--- src/inc/fpp_pkg.sv ---
package fpp_pkg;
    // ----------------------------------------------------------------
    // register offsets (byte addresses, printed offsets not word aligned)
    // ----------------------------------------------------------------
    localparam logic [7:0] IDX_PROGRAM_COMMAND_LOW = 8'h94;
    localparam logic [7:0] IDX_PAGE_ADDRESS_LOW = 8'h95;
    localparam logic [7:0] IDX_PAGE_ADDRESS_HIGH = 8'h96;
    localparam logic [7:0] IDX_BUFFER_START_ADDRESS = 8'h97;
    localparam logic [7:0] IDX_STATUS = 8'h98;
    localparam int ADDR_W = 10;
    // ----------------------------------------------------------------
    // fields and values
    // ----------------------------------------------------------------
    localparam logic [3:0] UNLOCK_KEY = 4'ha;
    localparam logic [7:0] START_KEY = 8'h5a;
    localparam logic [7:0] RESET_BYTE = 8'h00;
    localparam logic [3:0] RESET_NIBBLE = 4'h0;
    localparam logic [2:0] RESET_LOW3 = 3'h0;
    localparam int PAGE_BYTES = 32;
    localparam int PAGE_COUNT = 128;
    localparam int BYTE_IDX_W = 5;
    localparam int PAGE_IDX_W = 7;
    localparam logic [4:0] LAST_BYTE = 5'h1f;
    // ----------------------------------------------------------------
    // timing
    // ----------------------------------------------------------------
    localparam int CLK_MHZ = 25;
    localparam int ERASE_TIME_US = 100;
    localparam int ERASE_CYCLES = ERASE_TIME_US * CLK_MHZ;
    localparam int PROG_TIME_US = 2;
    localparam int PROG_CYCLES = PROG_TIME_US * CLK_MHZ;
    localparam int TMR_W = 16;
    // ----------------------------------------------------------------
    // sequencer states
    // ----------------------------------------------------------------
    typedef enum logic [4:0] {
        ST_IDLE = 5'b00001,
        ST_ERASE = 5'b00010,
        ST_FETCH = 5'b00100,
        ST_PROG = 5'b01000,
        ST_DONE = 5'b10000
    } fpp_state_t;
endpackage : fpp_pkg

--- src/verilog/fpp_ctrl.sv ---
`timescale 1ns/1ps
// Behaviour
// - flash is 128 pages of 32 bytes; one operation covers a page
// - page data comes from 32 consecutive ram bytes from buffer start
// - target page is address bits 11..5, low five bits zero
// - start needs nibble 0xa then byte 0x5a, together 0xa5a
// - any nibble other than 0xa keeps programming disabled
// - a valid start copies the ram buffer into the flash page
// - each operation erases the page, then programs it, with cpu_stall high throughout
// - buffer start register resets to 0x00, all bits read and write
module fpp_ctrl
    import fpp_pkg::*;
(
    input wire logic core_clk,
    input wire logic rst,
    input wire logic [ADDR_W-1:0] avs_address,
    input wire logic avs_read,
    input wire logic avs_write,
    input wire logic [31:0] avs_writedata,
    input wire logic [3:0] avs_byteenable,
    output logic [31:0] avs_readdata,
    output logic avs_waitrequest,
    output logic cpu_stall,
    output logic [7:0] ram_addr,
    output logic ram_rd,
    input wire logic [7:0] ram_rdata,
    output logic flash_erase,
    output logic flash_write,
    output logic [PAGE_IDX_W-1:0] flash_page,
    output logic [BYTE_IDX_W-1:0] flash_byte,
    output logic [7:0] flash_wdata,
    output logic busy
);
    // ----------------------------------------------------------------
    // registers
    // ----------------------------------------------------------------
    logic [7:0] buffer_start_address;
    logic [7:0] page_address_high;
    logic [2:0] page_address_low;
    logic [3:0] program_command_high;
    logic acc_done;
    fpp_state_t state;
    fpp_state_t next_state;
    logic [BYTE_IDX_W-1:0] byte_idx;
    logic [PAGE_IDX_W-1:0] page_lat;
    logic [7:0] base_lat;
    logic fetch_wait;

    // ----------------------------------------------------------------
    // bus decode
    // ----------------------------------------------------------------
    wire [7:0] reg_idx = avs_address[7:0];
    // writes land at the answer edge, while the master still holds them
    wire wr_ok = avs_write && avs_byteenable[0] && acc_done;
    wire sel_cmd = reg_idx == IDX_PROGRAM_COMMAND_LOW;
    wire sel_low = reg_idx == IDX_PAGE_ADDRESS_LOW;
    wire sel_high = reg_idx == IDX_PAGE_ADDRESS_HIGH;
    wire sel_buf = reg_idx == IDX_BUFFER_START_ADDRESS;
    wire sel_stat = reg_idx == IDX_STATUS;
    wire hi_zero = avs_address[ADDR_W-1:ADDR_W-2] == 2'b00;
    wire wr_cmd = wr_ok && hi_zero && sel_cmd;
    wire wr_low = wr_ok && hi_zero && sel_low;
    wire wr_high = wr_ok && hi_zero && sel_high;
    wire wr_buf = wr_ok && hi_zero && sel_buf;
    wire unlocked = program_command_high == UNLOCK_KEY;
    wire idle = state == ST_IDLE;
    // combined 0xa5a start; other bytes ignored
    wire start = wr_cmd && unlocked && idle && (avs_writedata[7:0] == START_KEY);
    wire [7:0] low_read = {page_address_low, 1'b0, program_command_high};
    logic [7:0] rd_mux;
    always_comb begin
        rd_mux = 8'h00;
        if (!hi_zero) begin
            rd_mux = 8'h00;
        end else if (sel_low) begin
            rd_mux = low_read;
        end else if (sel_high) begin
            rd_mux = page_address_high;
        end else if (sel_buf) begin
            rd_mux = buffer_start_address;
        end else if (sel_stat) begin
            rd_mux = {7'h00, !idle};
        end
    end

    // ----------------------------------------------------------------
    // avalon slave: one wait cycle per access
    // ----------------------------------------------------------------
    wire req = (avs_read || avs_write) && !acc_done;
    always_ff @(posedge core_clk or posedge rst) begin
        if (rst) begin
            acc_done <= 1'b0;
            avs_waitrequest <= 1'b1;
            avs_readdata <= 32'h0;
        end else begin
            acc_done <= req;
            avs_waitrequest <= !req;
            if (req && avs_read) begin
                avs_readdata <= {24'h0, rd_mux};
            end
        end
    end

    // ----------------------------------------------------------------
    // configuration registers
    // ----------------------------------------------------------------
    always_ff @(posedge core_clk or posedge rst) begin
        if (rst) begin
            buffer_start_address <= RESET_BYTE;
            page_address_high <= RESET_BYTE;
            page_address_low <= RESET_LOW3;
            program_command_high <= RESET_NIBBLE;
        end else begin
            if (wr_buf && idle) begin
                buffer_start_address <= avs_writedata[7:0];
            end
            if (wr_high && idle) begin
                page_address_high <= avs_writedata[7:0];
            end
            if (wr_low && idle) begin
                page_address_low <= avs_writedata[7:5];
                program_command_high <= avs_writedata[3:0];
            end else if (start) begin
                program_command_high <= RESET_NIBBLE;
            end
        end
    end

    // ----------------------------------------------------------------
    // erase and program timing
    // ----------------------------------------------------------------
    wire tmr_load = start || (state == ST_FETCH && fetch_wait);
    wire [TMR_W-1:0] tmr_count = start ? TMR_W'(ERASE_CYCLES) : TMR_W'(PROG_CYCLES);
    wire tmr_expired;
    fpp_timer u_timer (
        .core_clk(core_clk),
        .rst(rst),
        .load(tmr_load),
        .count(tmr_count),
        .expired(tmr_expired)
    );

    // ----------------------------------------------------------------
    // sequencer
    // ----------------------------------------------------------------
    wire last_byte = byte_idx == LAST_BYTE;
    // page index reaches the flash port with the first erase cycle
    wire [PAGE_IDX_W-1:0] next_page =
        start ? {page_address_high[3:0], page_address_low} : page_lat;
    always_comb begin
        next_state = state;
        case (state)
            ST_IDLE: begin
                if (start) begin
                    next_state = ST_ERASE;
                end
            end
            ST_ERASE: begin
                if (tmr_expired) begin
                    next_state = ST_FETCH;
                end
            end
            ST_FETCH: begin
                if (fetch_wait) begin
                    next_state = ST_PROG;
                end
            end
            ST_PROG: begin
                if (tmr_expired) begin
                    next_state = last_byte ? ST_DONE : ST_FETCH;
                end
            end
            ST_DONE: begin
                next_state = ST_IDLE;
            end
            default: begin
                next_state = ST_IDLE;
            end
        endcase
    end

    always_ff @(posedge core_clk or posedge rst) begin
        if (rst) begin
            state <= ST_IDLE;
            byte_idx <= '0;
            page_lat <= '0;
            base_lat <= 8'h00;
            fetch_wait <= 1'b0;
        end else begin
            state <= next_state;
            fetch_wait <= (state == ST_FETCH) && !fetch_wait;
            if (start) begin
                page_lat <= next_page;
                base_lat <= buffer_start_address;
                byte_idx <= '0;
            end else if (state == ST_PROG && tmr_expired) begin
                byte_idx <= byte_idx + 1'b1;
            end
        end
    end

    // ----------------------------------------------------------------
    // flash and ram ports
    // ----------------------------------------------------------------
    wire [7:0] next_ram_addr = base_lat + {3'b000, byte_idx};
    always_ff @(posedge core_clk or posedge rst) begin
        if (rst) begin
            ram_addr <= 8'h00;
            ram_rd <= 1'b0;
            flash_erase <= 1'b0;
            flash_write <= 1'b0;
            flash_page <= '0;
            flash_byte <= '0;
            flash_wdata <= 8'h00;
            cpu_stall <= 1'b0;
            busy <= 1'b0;
        end else begin
            ram_addr <= next_ram_addr;
            ram_rd <= next_state == ST_FETCH;
            flash_erase <= next_state == ST_ERASE;
            flash_write <= next_state == ST_PROG;
            flash_page <= next_page;
            flash_byte <= byte_idx;
            if (state == ST_FETCH && fetch_wait) begin
                flash_wdata <= ram_rdata;
            end
            cpu_stall <= next_state != ST_IDLE;
            busy <= next_state != ST_IDLE;
        end
    end
endmodule : fpp_ctrl

--- src/verilog/fpp_timer.sv ---
`timescale 1ns/1ps
module fpp_timer
    import fpp_pkg::*;
(
    input wire logic core_clk,
    input wire logic rst,
    input wire logic load,
    input wire logic [TMR_W-1:0] count,
    output logic expired
);
    // ----------------------------------------------------------------
    // one-shot down counter
    // ----------------------------------------------------------------
    logic [TMR_W-1:0] remain;
    logic running;
    wire last_tick = running && (remain == {{(TMR_W-1){1'b0}}, 1'b1});

    always_ff @(posedge core_clk or posedge rst) begin
        if (rst) begin
            remain <= '0;
            running <= 1'b0;
            expired <= 1'b0;
        end else begin
            expired <= last_tick;
            if (load) begin
                remain <= count;
                running <= 1'b1;
            end else if (running) begin
                remain <= remain - 1'b1;
                running <= !last_tick;
            end
        end
    end
endmodule : fpp_timer

--- config.mk ---
export PLATFORM = sky130hd
export DESIGN_NAME = fpp_ctrl
export DESIGN_NICKNAME = d
export VERILOG_FILES = /design/src/inc/fpp_pkg.sv /design/src/verilog/fpp_ctrl.sv /design/src/verilog/fpp_timer.sv
export SDC_FILE = /design/constraint.sdc
export NUM_CORES = 1
export LEC_CHECK = 0
export BUFFER_PORTS_ARGS = -buffer_cell sky130_fd_sc_hd__buf_4
export CORE_ASPECT_RATIO = 1.5
export CORE_MARGIN = 2
export CORE_UTILIZATION = 49
export DETAILED_ROUTE_END_ITERATION = 10
export GPL_ROUTABILITY_DRIVEN = 0
export PLACE_DENSITY_LB_ADDON = 0.12
export SLEW_MARGIN = 20
export SYNTH_ARGS = -nofsm -noshare
export SYNTH_HDL_FRONTEND = slang
export SYNTH_HIERARCHICAL = 1
export SYNTH_SLANG_ARGS = --single-unit
--- constraint.sdc ---
create_clock -name core_clk -period 2.75 [get_ports core_clk]
set_input_delay 0.55 -clock core_clk [delete_from_list [all_inputs] [get_ports core_clk]]
set_output_delay 0.55 -clock core_clk [all_outputs]
set_load 0.005 [all_outputs]
======== Word-level counts from Yosys, hierarchy flattened ========
Cells that the tools add are included.
Widths: inputs -> output; s select.
word-level totals
  bits in registers ....................... 109
  input bits .............................. 58
  logic and storage cells ................. 94
cells by class
  $add $sub $neg .......................... 3
  eq/ne operators ......................... 17
  muxes and demuxes ....................... 21
  reductions and logical operators ........ 30
operators by type and width
  kind                   count
  $eq 8x8->1 const B     5
  $mux 5                 7
  $mux 16                2
  $mux 8                 4
  $pmux 5 s4             1
  $logic_and 1x1->1      19
  $eq 16x1->1 const B    1
  $sub 16x1->16 const B  1
  $mux 12                1
  $eq 5x2->1 const B     2
  $eq 5x3->1 const B     2
  $eq 5x4->1 const B     2
  $add 8x5->8            1
  $eq 8x7->1 const B     1
  $mux 4                 2
  $mux 7                 1
  $reduce_bool 2->1      3
  $add 5x1->5 const B    1
  $eq 5x1->1 const B     1
  $eq 5x5->1 const B     1
  $logic_not 1->1        5
  $ne 5x1->1 const B     1
  $eq 4x4->1 const B     1
  $mux 1                 3
  2 further kinds        3

======== Logic depth before layout (Yosys ltp) ========
  depth after elaboration ................. 10
  mapped depth ............................ 11
  depth with buffers taken out ............ 7

======== Hierarchy ========
The synthesis kept the hierarchy.
modules (own cells, without submodules)
  module     times used  cells each  area an instance (um2)
  fpp_ctrl   1           338         4272.8
  fpp_timer  1           106         1004.7

======== Worst setup path after synthesis ========
OpenSTA, ideal clock, no wires.
  kind .................................... input to register
  start point ............................. input port avs_writedata[5]
  end point ............................... register u_timer.remain[10]
  data arrival time ....................... 2.462 ns
  data required time ...................... 2.618 ns
  path slack .............................. 0.156 ns
  stages .................................. 8
  path buffers ............................ 3
  cells stage by stage .................... or4b_1 nor4_4 and2_1 buf_6 buf_2 or2_2 clkbuf_1 o21ai_1
between the ends
  word-level cells in the longest chain between the ends .. 4
RTL lines
  element                                              line             text
  start: declaration                                   fpp_ctrl.sv:19   input wire logic [31:0] avs_writedata,
  $eq 8x7->1 *                                         fpp_ctrl.sv:68   wire start = wr_cmd && unlocked && idle && (avs_writedata[7:0] == START_KEY);
  $logic_and 1x1->1 *                                  fpp_ctrl.sv:68
  $logic_or 1x1->1 *                                   fpp_ctrl.sv:132  wire tmr_load = start || (state == ST_FETCH && fetch_wait);
  named net tmr_load                                   fpp_ctrl.sv:132
  $mux 16 / $reduce_bool 2->1 (equally long branches)  --
  end signal: assignment                               fpp_timer.sv:26  remain <= count;
  end signal: assignment                               fpp_timer.sv:29  remain <= remain - 1'b1;
  end: declaration                                     fpp_timer.sv:14  logic [TMR_W-1:0] remain;
Mark *: on every way through the listed nets, which the timed path passes. The rest lies on a longest branch.
A chain may end at the register's enable or synchronous reset.

======== Worst setup path in the final report ========
  start point ............................. register state[1]
  end point ............................... register buffer_start_address[0]
between the ends
  word-level cells in the longest chain between the ends .. 2
RTL lines
  element                   line             text
  start: declaration        fpp_ctrl.sv:42   fpp_state_t state;
  start signal: assignment  fpp_ctrl.sv:190  state <= next_state;
  $eq 5x1->1                fpp_ctrl.sv:66   wire idle = state == ST_IDLE;
  $logic_and 1x1->1         fpp_ctrl.sv:114  if (wr_buf && idle) begin
  end signal: assignment    fpp_ctrl.sv:115  buffer_start_address <= avs_writedata[7:0];
  end: declaration          fpp_ctrl.sv:37   logic [7:0] buffer_start_address;
No other way between the ends.

==> impl_metrics.prom <==
# TYPE chip_impl_metric gauge
chip_impl_info{name="outcome",value="complete, no violations"} 1
chip_impl_metric{name="finalWorstSetupSlack",unit="ns"} 0.415
chip_impl_metric{name="effective_utilization_at_floorplan",unit=""} 0.501
chip_impl_metric{name="routed_wire_length_per_instance",unit="um"} 15.4
chip_impl_metric{name="period_share",unit=""} 0.849
chip_impl_metric{name="synth_enable_flop_cells",unit=""} 0
chip_impl_metric{name="ir_drop",unit="mV"} 0.277
chip_impl_info{name="cp-end-kind",value="flop"} 1
chip_impl_metric{name="grt_max_degree",unit=""} 41
chip_impl_metric{name="rrSetupSlack",unit="ns"} 0.41
chip_impl_metric{name="grt_antenna_before_repair",unit=""} 0
chip_impl_metric{name="avgViaCountPerCell",unit=""} 5.17
chip_impl_metric{name="combinationalPowerShare",unit=""} 0.044
chip_impl_info{name="clock_tree_from_tritoncts",value="done"} 1
chip_impl_info{name="yosys_most_used_dff",value="sky130_fd_sc_hd__dfrtp_1"} 1
chip_impl_metric{name="num-nets-final",unit=""} 595
chip_impl_metric{name="cts.sink_count",unit=""} 109
chip_impl_metric{name="design_area",unit="mm2"} 0.00624
chip_impl_metric{name="drv_slew",unit=""} 0
chip_impl_metric{name="clk_pin_slew_worst_paths",unit="ns"} 0.07
chip_impl_metric{name="ys_seq_elements",unit=""} 109
chip_impl_metric{name="htree_levels",unit=""} 3
chip_impl_metric{name="grt.overflow.total",unit=""} 0
chip_impl_metric{name="drc_errors",unit=""} 0
chip_impl_info{name="crit_path_start",value="state[1]"} 1
chip_impl_metric{name="layout.cells.non_filler",unit=""} 676
chip_impl_metric{name="finalCriticalPeriod",unit="ns"} 2.34
chip_impl_metric{name="clock_skew",unit="ns"} 0.00568
chip_impl_info{name="layout.cells.most_common_list",value="sky130_fd_sc_hd__dfrtp_1 (107), sky130_fd_sc_hd__buf_4 (81), sky130_fd_sc_hd__nand2_1 (47)"} 1
chip_impl_metric{name="setup-tns-final",unit="ns"} 0
chip_impl_info{name="hold_class",value="in2async"} 1
chip_impl_metric{name="first_pass_iters",unit=""} 4
chip_impl_metric{name="port-buffer-count",unit=""} 72
chip_impl_metric{name="fillers",unit=""} 898
chip_impl_metric{name="insertion_delay",unit="ns"} 0.35
chip_impl_info{name="grt_setup_unrepaired",value="false"} 1
chip_impl_metric{name="cellInternalPower",unit="uW"} 2400
chip_impl_metric{name="detail_route.iter0.violations",unit=""} 184
chip_impl_info{name="mostFrequentLayoutCell",value="sky130_fd_sc_hd__dfrtp_1"} 1
chip_impl_info{name="root_buffer",value="sky130_fd_sc_hd__clkbuf_16"} 1
chip_impl_metric{name="drt-total-wl",unit="um"} 10400
chip_impl_metric{name="num_vias",unit=""} 3498
chip_impl_metric{name="achievable-frequency",unit="MHz"} 428
chip_impl_metric{name="critical_path_peak_fanout",unit=""} 8
chip_impl_metric{name="total_switching_power",unit="uW"} 680
chip_impl_metric{name="area_growth",unit="%"} 18.2
chip_impl_info{name="reg2reg_from",value="state[1]"} 1
chip_impl_metric{name="postSynthAreaPerCell",unit="um2"} 11.9
chip_impl_metric{name="yosysSeqAreaShare",unit=""} 0.517
chip_impl_metric{name="grt_first_pass_wirelength",unit="um"} 17600
chip_impl_metric{name="first_global_vias",unit=""} 3563
chip_impl_metric{name="drive_gt1_frac",unit=""} 0.314
chip_impl_metric{name="numPlacedInstances",unit=""} 660
chip_impl_metric{name="worst_ep_required_time",unit="ns"} 2.99
chip_impl_metric{name="cp_data_arrival_time",unit="ns"} 2.57
chip_impl_metric{name="design.die.area",unit="mm2"} 0.0116
chip_impl_metric{name="area_share_of_the_largest_cell_type_after_synthesis",unit=""} 0.507
chip_impl_metric{name="dieHeight",unit="um"} 131
chip_impl_metric{name="async_flop_share",unit=""} 1.00
chip_impl_metric{name="setup_fix_bufs_post_cts",unit=""} 0
chip_impl_metric{name="report.final.setup_viol",unit=""} 0
chip_impl_metric{name="design.portCount",unit=""} 124
chip_impl_metric{name="timing_worst_slew_pin_value",unit="ns"} 0.796
chip_impl_metric{name="num_rows",unit=""} 46
chip_impl_metric{name="postCtsResizedCells",unit=""} 0
chip_impl_metric{name="dpl_worst_slack",unit="ns"} 0.172
chip_impl_metric{name="cts_hold_buffers",unit=""} 0
chip_impl_info{name="post_synth_main_area_contributors",value="sky130_fd_sc_hd__dfrtp_1 (51%), sky130_fd_sc_hd__mux2_2 (6.8%), sky130_fd_sc_hd__mux2_4 (5.4%)"} 1
chip_impl_metric{name="report.final.hold_viol_count",unit=""} 0
chip_impl_metric{name="clock_tree.buffer_depth",unit=""} 2
chip_impl_metric{name="n_antenna_cell",unit=""} 0
chip_impl_metric{name="power_density_cells",unit="mW/mm2"} 494
chip_impl_metric{name="drv.max_cap_violation_count",unit=""} 0
chip_impl_metric{name="dieWidth",unit="um"} 88.7
chip_impl_info{name="timing_worst_setup_path_type",value="reg2reg"} 1
chip_impl_metric{name="timing.max_slew.rel_slack",unit=""} 0.464
chip_impl_metric{name="share_seq_of_total_power",unit=""} 0.523
chip_impl_metric{name="core_area",unit="mm2"} 0.0105
chip_impl_metric{name="synthDistinctLibCells",unit=""} 62
chip_impl_metric{name="global_route.usage.total",unit=""} 0.194
chip_impl_metric{name="final_core_utilization",unit=""} 0.592
chip_impl_metric{name="clock_power_share",unit=""} 0.433
chip_impl_metric{name="drtAntennaViolNets",unit=""} 0
chip_impl_metric{name="p_leak",unit="uW"} 0.00296
chip_impl_info{name="kind_of_launch_point_of_the_worst_setup_path",value="flop"} 1
chip_impl_metric{name="syn-cell-area",unit="mm2"} 0.00528
chip_impl_metric{name="placed_area",unit="mm2"} 0.00593
chip_impl_metric{name="dp_hpwl",unit="um"} 7700
chip_impl_info{name="synth.largest_area_cell",value="sky130_fd_sc_hd__dfrtp_1"} 1
chip_impl_metric{name="synthesis.instances",unit=""} 444
chip_impl_metric{name="power.share.switching",unit=""} 0.221
chip_impl_metric{name="cts-buffers-inserted",unit=""} 9
chip_impl_metric{name="synthesis.yosys.warnings",unit=""} 6
[synth_stat cells (4+ instances only)]
| library cell | n |
|---|---|
| sky130_fd_sc_hd__mux2_4 | 19 |
| sky130_fd_sc_hd__ha_1 | 9 |
| sky130_fd_sc_hd__mux2i_1 | 4 |
| sky130_fd_sc_hd__o31ai_1 | 7 |
| sky130_fd_sc_hd__clkbuf_1 | 9 |
| sky130_fd_sc_hd__a21oi_1 | 8 |
| sky130_fd_sc_hd__nand2_1 | 47 |
| sky130_fd_sc_hd__buf_4 | 26 |
| sky130_fd_sc_hd__xnor2_1 | 8 |
| sky130_fd_sc_hd__nand3_1 | 8 |
| sky130_fd_sc_hd__nor3_1 | 7 |
| sky130_fd_sc_hd__dfrtp_1 | 107 |
| sky130_fd_sc_hd__a21o_1 | 9 |
| sky130_fd_sc_hd__o221ai_1 | 6 |
| sky130_fd_sc_hd__inv_1 | 12 |
| sky130_fd_sc_hd__nor2_1 | 16 |
| sky130_fd_sc_hd__o21ai_0 | 13 |
| sky130_fd_sc_hd__nand2b_1 | 4 |
| sky130_fd_sc_hd__nor2b_1 | 5 |
| sky130_fd_sc_hd__xor2_1 | 12 |
| sky130_fd_sc_hd__o21ai_1 | 9 |
| sky130_fd_sc_hd__mux2_2 | 32 |
[kinds of logic (layout without fill, tap and decap cells)]
group                    after synthesis  in the layout  synth area share
AO/OA/AOI/OAI                         65             65            0.0825
XOR/XNOR                              20             20            0.0332
adder cells (fa/ha/maj)               10             10            0.0251
buffers and inverters                 54            111            0.0652
flip-flops                           109            109             0.517
multiplexers                          55             55             0.130
other                                  1             32          0.000711
AND/OR/NAND/NOR                      130            130             0.146
[through the flow]
stage / hold WS (ns) / total power (uW)
3_3_place_gp: 0.455 / 1780
2_1_floorplan: 0.400 / 1730
4_1_cts: 0.350 / 3120
3_5_place_dp: 0.460 / 1780
5_1_grt: 0.389 / 3200
6_report: 0.325 / 3080
[final timing paths]
kind	endpoint	cells after the start
hold / removal	acc_done	2
min in group core_clk	flash_wdata[0]	2
setup reg to reg	buffer_start_address[0]	4
setup / recovery	buffer_start_address[0]	4
hold reg to reg	fetch_wait	1
max in group asynchronous	page_address_low[0]	3
[sequential cells by signal, indices dropped and copies added (netlist names), 3 cells and up]
signal	count
u_timer/remain	16
avs_readdata	8
base_lat	8
buffer_start_address	8
flash_wdata	8
page_address_high	8
ram_addr	8
flash_page	7
page_lat	7
byte_idx	5
flash_byte	5
state	5
program_command_high	4
page_address_low	3
[layout make-up]
type | instances | area (um2) | share of cell area
clock buffers | 10 | 239 | 0.0383
clock inverters | 6 | 71.3 | 0.0114
inverters | 12 | 48.8 | 0.00782
multi-input cells | 312 | 2320 | 0.372
flip-flops and latches | 109 | 2730 | 0.438
well taps | 144 | 180 | 0.0289
repair buffers | 83 | 648 | 0.104
[power by group through the flow]
stage / clock (uW) / sequential, uW / combinational, uW
final: 1330 / 1610 / 136
after global routing: 1440 / 1610 / 154
after CTS: 1380 / 1610 / 138
after detailed placement: 0 / 1640 / 137
after global placement: 0 / 1640 / 135
after floorplan: 0 / 1640 / 92.1
[per-layer routing]
metal	up-vias	global-route usage	wire length, um
met1	1737	0.235	4100
li1	1681	-	-
met2	61	0.335	5760
met5	-	0	0
met3	19	0.0270	296
met4	0	0.0825	281
[critical path, stage by stage (launching register included)]
cell	delay (ns)
sky130_fd_sc_hd__dfrtp_1	0.46
sky130_fd_sc_hd__nor4_2	0.44
sky130_fd_sc_hd__and4_1	0.42
sky130_fd_sc_hd__and4_1	0.50
sky130_fd_sc_hd__mux2_2	0.39
(Power assumes the default switching activity.)
